[src/dac_channel_consts.svh]
`ifndef DAC_CHANNEL_CONSTS_SVH
`define DAC_CHANNEL_CONSTS_SVH
// Summary of operation
// RQ1: Enable bit 7 resets to 0; 0 leaves pin undriven, 1 drives it.
// RQ2: With persist bit 6 clear, any reset restores all channel registers.
// RQ3: With persist bit set, only power-on reset clears output and settings.
// RQ4: Bit 5 resets to 0; 0 means right-justified, 1 left-justified input.
// RQ5: Code is built from both data bytes, aligned by the justify bit.
// RQ6: Trigger field bits 2:0 resets to 0; value 0 updates every cycle.
// RQ7: Values 1 to 3 update on timer three, four, five high overflow.
// RQ8: Values 4 to 7 update on rising edge of logic cells 0 to 3.
// RQ9: Trigger events while updates are inhibited leave the output unchanged.
// RQ10: Writing the high byte releases the inhibit set by a low write.
// RQ11: Software writes the low byte first and the high byte second.
// RQ12: Software writes reserved configuration bits with zero.
// RQ13: Buffer gain bits 1:0 reset to 1; full scale is reference times gain.
// RQ14: Software picks both gains so full scale is one times reference.
// RQ15: Low data register is 8-bit read-write, reset to zero.
// RQ16: High data register is 8-bit read-write, reset to zero.

// ---------------------------------------------------------------
// Register addresses in the special-function space
// ---------------------------------------------------------------
`define CH_DATA_LOW_ADDR 8'h89
`define CH_DATA_HIGH_ADDR 8'h8a
`define CH_CFG_A_ADDR 8'h93
`define CH_CFG_B_ADDR 8'h94

// ---------------------------------------------------------------
// Field positions and reset values
// ---------------------------------------------------------------
`define CFG_ENABLE_BIT 7
`define CFG_PERSIST_BIT 6
`define CFG_LEFT_BIT 5
`define CFG_TRIG_MSB 2
`define GAIN_MSB 1
`define CFG_A_RESET 8'h00
`define GAIN_RESET 2'h1
`define DATA_RESET 8'h00
`define CODE_WIDTH 12
`endif

[src/dac_channel_pkg.sv]
package dac_channel_pkg;

    // Update trigger sources in field order.
    typedef enum logic [2:0] {
        every_cycle_trigger,
        timer_3_high_overflow,
        timer_4_high_overflow,
        timer_5_high_overflow,
        logic_cell_out_0,
        logic_cell_out_1,
        logic_cell_out_2,
        logic_cell_out_3
    } trigger_sel_t;

    // One access on the special-function register port.
    typedef struct packed {
        logic [7:0] addr;
        logic wr;
        logic rd;
        logic [7:0] wdata;
    } sfr_req_t;

    // Trigger event inputs from neighbouring logic on the same clock.
    typedef struct packed {
        logic [2:0] timer_ovf;
        logic [3:0] cell_out;
    } trig_in_t;

endpackage : dac_channel_pkg

[src/dac_channel_update_control.sv]
`timescale 1ns/1ps
`include "dac_channel_consts.svh"

module dac_channel_update_control
    import dac_channel_pkg::*;
(
    input wire logic ref_clk_i,
    input wire logic resetn_i,
    input wire logic por_resetn_i,
    input wire sfr_req_t sfr_req_i,
    output logic [7:0] sfr_rdata_o,
    input wire trig_in_t trig_i,
    output logic [`CODE_WIDTH-1:0] code_o,
    output logic drive_en_o,
    output logic [1:0] gain_o
);

    // ---------------------------------------------------------------
    // State
    // ---------------------------------------------------------------
    logic en_reg;
    logic persist_reg;
    logic left_reg;
    trigger_sel_t trig_reg;
    logic [1:0] gain_reg;
    logic [7:0] low_reg;
    logic [7:0] high_reg;
    logic inhibit_reg;
    logic [`CODE_WIDTH-1:0] code_reg;
    logic [3:0] cell_prev_reg;
    logic [7:0] rdata_reg;
    logic [7:0] rdata_next;
    logic clear_all;
    logic hold;
    logic wr_cfg_a;
    logic wr_cfg_b;
    logic wr_low;
    logic wr_high;
    logic fire;
    logic update;
    logic [3:0] cell_rise;
    logic [`CODE_WIDTH-1:0] assembled;

    // ---------------------------------------------------------------
    // Reset and write decode
    // ---------------------------------------------------------------
    // Power-on always clears; other resets clear only in normal mode.
    assign clear_all = !por_resetn_i || (!resetn_i && !persist_reg); // RQ2 RQ3
    // A persisting channel freezes while a soft reset is asserted.
    assign hold = !resetn_i; // RQ3
    assign wr_cfg_a = sfr_req_i.wr && sfr_req_i.addr == `CH_CFG_A_ADDR;
    assign wr_cfg_b = sfr_req_i.wr && sfr_req_i.addr == `CH_CFG_B_ADDR;
    assign wr_low = sfr_req_i.wr && sfr_req_i.addr == `CH_DATA_LOW_ADDR;
    assign wr_high = sfr_req_i.wr && sfr_req_i.addr == `CH_DATA_HIGH_ADDR;

    // Configuration A; reserved bits are not stored and read as zero.
    always_ff @(posedge ref_clk_i) begin
        if (clear_all) begin
            en_reg <= 1'(`CFG_A_RESET >> `CFG_ENABLE_BIT); // RQ1
            persist_reg <= 1'b0; // RQ2
            left_reg <= 1'b0; // RQ4
            trig_reg <= every_cycle_trigger; // RQ6
        end else if (!hold && wr_cfg_a) begin
            en_reg <= sfr_req_i.wdata[`CFG_ENABLE_BIT]; // RQ1
            persist_reg <= sfr_req_i.wdata[`CFG_PERSIST_BIT];
            left_reg <= sfr_req_i.wdata[`CFG_LEFT_BIT]; // RQ4
            trig_reg <= trigger_sel_t'(sfr_req_i.wdata[`CFG_TRIG_MSB:0]);
        end
    end

    // Configuration B holds the output buffer gain only.
    always_ff @(posedge ref_clk_i) begin
        if (clear_all) begin
            gain_reg <= `GAIN_RESET; // RQ13
        end else if (!hold && wr_cfg_b) begin
            gain_reg <= sfr_req_i.wdata[`GAIN_MSB:0]; // RQ13
        end
    end

    // Data bytes; software is expected to write low before high.
    always_ff @(posedge ref_clk_i) begin
        if (clear_all) begin
            low_reg <= `DATA_RESET; // RQ15
            high_reg <= `DATA_RESET; // RQ16
        end else if (!hold) begin
            if (wr_low) begin
                low_reg <= sfr_req_i.wdata; // RQ15 RQ11
            end
            if (wr_high) begin
                high_reg <= sfr_req_i.wdata; // RQ16
            end
        end
    end

    // A low write blocks updates until the matching high write lands.
    always_ff @(posedge ref_clk_i) begin
        if (clear_all) begin
            inhibit_reg <= 1'b0;
        end else if (!hold) begin
            if (wr_low) begin
                inhibit_reg <= 1'b1; // RQ9
            end else if (wr_high) begin
                inhibit_reg <= 1'b0; // RQ10
            end
        end
    end

    // ---------------------------------------------------------------
    // Trigger selection and code transfer
    // ---------------------------------------------------------------
    // Edge history is not part of the persisting state, so a soft reset
    // simply restarts it; a cell that is high at release counts as one rising edge.
    always_ff @(posedge ref_clk_i) begin
        if (!resetn_i || !por_resetn_i) begin
            cell_prev_reg <= 4'h0;
        end else begin
            cell_prev_reg <= trig_i.cell_out;
        end
    end

    assign cell_rise = trig_i.cell_out & ~cell_prev_reg; // RQ8

    // Right aligned uses the low twelve bits of the pair, left the high.
    assign assembled = left_reg ? {high_reg, low_reg[7:4]}
                                : {high_reg[3:0], low_reg}; // RQ5 RQ4

    always_comb begin
        unique case (trig_reg)
            every_cycle_trigger: fire = 1'b1; // RQ6
            timer_3_high_overflow: fire = trig_i.timer_ovf[0]; // RQ7
            timer_4_high_overflow: fire = trig_i.timer_ovf[1]; // RQ7
            timer_5_high_overflow: fire = trig_i.timer_ovf[2]; // RQ7
            logic_cell_out_0: fire = cell_rise[0]; // RQ8
            logic_cell_out_1: fire = cell_rise[1]; // RQ8
            logic_cell_out_2: fire = cell_rise[2]; // RQ8
            logic_cell_out_3: fire = cell_rise[3]; // RQ8
        endcase
    end

    assign update = fire && !inhibit_reg && !hold; // RQ9

    // The live code register is what reaches the converter.
    always_ff @(posedge ref_clk_i) begin
        if (clear_all) begin
            code_reg <= {`CODE_WIDTH{1'b0}}; // RQ2 RQ3
        end else if (update) begin
            code_reg <= assembled; // RQ6 RQ7 RQ8
        end
    end

    // ---------------------------------------------------------------
    // Register read path, one cycle latency, no side effects
    // ---------------------------------------------------------------
    always_comb begin
        rdata_next = 8'h00;
        unique case (sfr_req_i.addr)
            `CH_CFG_A_ADDR: rdata_next = {en_reg, persist_reg, left_reg,
                                          2'h0, trig_reg};
            `CH_CFG_B_ADDR: rdata_next = {6'h00, gain_reg};
            `CH_DATA_LOW_ADDR: rdata_next = low_reg;
            `CH_DATA_HIGH_ADDR: rdata_next = high_reg;
            default: rdata_next = 8'h00;
        endcase
    end

    always_ff @(posedge ref_clk_i) begin
        if (!resetn_i || !por_resetn_i) begin
            rdata_reg <= 8'h00;
        end else if (sfr_req_i.rd) begin
            rdata_reg <= rdata_next;
        end
    end

    assign sfr_rdata_o = rdata_reg;
    assign code_o = code_reg;
    assign drive_en_o = en_reg; // RQ1
    assign gain_o = gain_reg; // RQ13
endmodule : dac_channel_update_control

[config.mk]
export PLATFORM = sky130hd
export DESIGN_NAME = dac_channel_update_control
export DESIGN_NICKNAME = d
export VERILOG_FILES = /design/src/dac_channel_pkg.sv /design/src/dac_channel_update_control.sv
export VERILOG_INCLUDE_DIRS = /design/src
export SDC_FILE = /design/constraint.sdc
export NUM_CORES = 1
export LEC_CHECK = 0
export ABC_AREA = 0
export BUFFER_PORTS_ARGS = -buffer_cell sky130_fd_sc_hd__buf_4
export CAP_MARGIN = 20
export CORE_MARGIN = 2
export CORE_UTILIZATION = 30
export DETAILED_ROUTE_END_ITERATION = 8
export GPL_TIMING_DRIVEN = 0
export HOLD_SLACK_MARGIN = 0.1
export PLACE_DENSITY = 0.47
export RECOVER_POWER = 50
export SYNTH_ARGS = -nofsm -noshare
export SYNTH_HDL_FRONTEND = slang
export SYNTH_SLANG_ARGS = --single-unit
[constraint.sdc]
create_clock -name ref_clk_i -period 1.8 [get_ports ref_clk_i]
set_input_delay 0.27 -clock ref_clk_i [delete_from_list [all_inputs] [get_ports ref_clk_i]]
set_output_delay 0.27 -clock ref_clk_i [all_outputs]
set_load 0.1 [all_outputs]
==> results by group <==
Drt
  • Wirelength, routed: slightly below 6 mm
  • Starting DRT DRC Count: 76
  • Detailed-route wire length per cell: approximately 15 microns
  • Total number of vias: approximately 1900
  • Residual DRC count: 0
  • Number of nets with antenna violations after routing: 0
  • Pre-antenna DRT Iters: 4
  • Vias per Instance: about 4.8

Critical path
  • Endpoint kind of the worst setup timing path: flip-flop
  • Reg2reg start: trig_reg[1]
  • Slowest-stage cell, CP: or4b_4
  • Worst Path Required: a little under 2 ns
  • Crit-path leading delay family: simple AND/OR/NAND/NOR gates
  • Buffers & Inverters on Critical Path: 2
  • Biggest fanout along the worst timing path: 9
  • Maximum single-stage delay on the critical path: around 0.53 ns
  • Start-to-end type of the worst setup path: input port to flip-flop
  • Setup crit start: sfr_req_i[15]
  • Data arrival time of the critical path: roughly 1.9 ns
  • Category of the worst setup path launch point: input port
  • Critical path cell sequence: clkbuf_4 -> or3b_4 -> or4b_4 -> clkbuf_2 -> mux2i_1 -> nor2_1

Clock network
  • CTS tree: done
  • Clock latency on the worst-skew pair: about 0.31 ns
  • CTS H-tree depth: 2
  • CTS Sinks: between 40 and 50
  • Max Root-Sink Buffers: 2
  • Clock root buffer: clkbuf_8
  • Inserted Clock Buffers: 5
  • Clock slew at the register clock pins of the worst setup and hold paths: about 0.090 ns

STA
  • Final Cycle Share: 0.9370
  • Minimum clock period after layout: ~1.7 ns
  • Number of slew-limit violations in the final report: 0
  • Setup violations, final: 0
  • Upper clock frequency limit: ~0.59 GHz
  • Slew @ Worst Pin: roughly 0.7 ns
  • Setup Skew: 0.007456 ns
  • Final hold violation count: 0
  • Total negative slack for setup checks: 0 ns
  • Slew margin rel.: 0.5329
  • Worst hold margin: about 0.21 ns

Global routing
  • Vias in the first global route: around 1800
  • Initial antenna violation count: 0
  • Overall Global Routing Usage: 0.1527
  • Remaining global-route overflow: 0
  • Wire length of the first global-routing pass: between 9 and 10 mm
  • Largest net degree at the start of global routing: 15

Placed design
  • Final estimated routing congestion in global placement: 0.7891
  • IO buf count: between 40 and 50
  • Placed wire-length estimate after detailed placement: between 4 and 5 mm
  • Post-place instance area: around 2700 sq um

Cells and area
  • Final core utilization: 0.3831
  • Diode count: 0
  • Number of flip-flops in the largest register: 12
  • Layout cell share with drive strength beyond 1: 0.2310
  • Area delta synth->final: 24.03%
  • Net count of the finished layout: about 320
  • Cell area after layout: 2764 sq um

Floorplanning
  • Io pins: between 50 and 60
  • Starting utilization of the core area: 0.3089
  • Std-Cell Core Area: around 7000 sq um
  • Die height: approximately 90 microns
  • Count of standard-cell rows: 31
  • Area enclosed by the die boundary: ~8100 sq um
  • Horiz. Die Dim: roughly 90 microns

Yosys
  • Asr flop ratio synth: 0
  • Mean Syn Cell Area: about 9.5 sq um
  • Top cell type by total area after synthesis: dfxtp_1
  • Main flop type after synthesis: dfxtp_1
  • Share of the yosys chip area belonging to registers: 0.4402
  • Net count after synthesis: ~260
  • Flip-flop and latch count after synthesis: between 40 and 50
  • Count of cell types in the netlist: 35
  • Synthesized area: between 2000 and 2500 sq um
  • Ranking of synthesized cells by area: dfxtp_1, mux2i_1, nor2_1, o211ai_1, nand2b_1
  • Number of warnings issued by yosys: 0
  • Number of standard cells after synthesis: 234
  • Share of Yosys cell area claimed by the top area cell type: 0.4402
  • Number of flops mapped to enable cells by yosys: 0

Power
  • PD cells: 716.5 nW/um^2
  • Maximum vdd drop: 0.3569 mV
  • Static leakage: ~0.0011 uW
  • Overall power of the completed layout: 1980 uW

Hold path
  • Worst hold-check path type: input port to flip-flop
  • Worst min-delay path startpoint: trig_i[1]

Flow run
  • Max-cap violations: 0

Outcome
  • Result of the run: complete, no violations
## placed cells by master (no fill, tap or decap), types with 8 or more instances in the layout
cell and instances:
dfxtp_1 49, nor2_1 32, a211oi_1 10, buf_4 24, clkbuf_2 25, nand2b_1 13
clkbuf_1 8, mux2i_1 37, o211ai_1 12, nand2_1 16
## path summary, 6_finish.rpt
path | slack (ns) | end | cells past startpoint
max | 0.11 | high_reg[7] | 6
min | 0.21 | cell_prev_reg[1] | 2
max reg2reg | 0.16 | code_o[2] | 6
min reg2reg | 0.46 | code_o[4] | 2
## power breakdown
| part | internal [uW] | total [uW] | switching, uW |
|---|---|---|---|
| combinational | 73.8 | 197 | 123 |
| clock | 305 | 688 | 383 |
| sequential | 1090 | 1100 | 3.52 |
## synthesized netlist by cell type (2+ instances only)
cell type	n
buf_2	4
nand2b_1	13
mux2i_1	37
nand3b_1	5
nor2b_1	3
o211ai_1	12
or3b_4	2
o21ai_0	2
a211oi_1	10
nand2_1	16
a22oi_1	6
a32o_1	2
nor3b_1	3
nand4_1	2
and2_1	2
clkbuf_1	8
nor2_1	32
a21oi_1	3
and3_1	5
a2bb2oi_1	4
dfxtp_1	49
## area by class of cell
| type | count | area (sq um) |
|---|---|---|
| clock buffers | 6 | 82.58 |
| well taps | 99 | 123.9 |
| repair buffers | 49 | 306.5 |
| clock inverters | 1 | 7.507 |
| multi-input cells | 171 | 1194 |
| plain buffers | 14 | 68.82 |
| fillers | 808 | 4451 |
| flip-flops and latches | 49 | 980.9 |
## metrics by stage
stage,setup WS [ns],std cells
2_1_floorplan,0.1373,234
3_3_place_gp,-0.1846,381
3_5_place_dp,-0.1905,381
4_1_cts,0.004008,388
5_1_grt,-0.001489,389
6_report,0.1133,389
## kinds of logic after synthesis
group           share of synthesized area
simple gates                       0.2179
flops                              0.4402
compound gates                     0.1465
mux                                0.1662
buf+inv                           0.02920
## routing by layer
| metal | global-route usage | part of all wire |
|---|---|---|
| met1 | 0.2061 | 0.49 |
| met2 | 0.2462 | 0.46 |
| met3 | 0.02850 | 0.037 |
| met4 | 0.05000 | 0.015 |
| met5 | 0 | 0 |
## timing repair
item | CTS | global route
cloned | 0 | 0
hold buffers | 0 | 0
setup endpoints to repair | 10 | 19
gates resized for setup | 1 | 7
pin swaps | 0 | 1
setup buffers | 0 | 1
(Power assumes the default switching activity.)
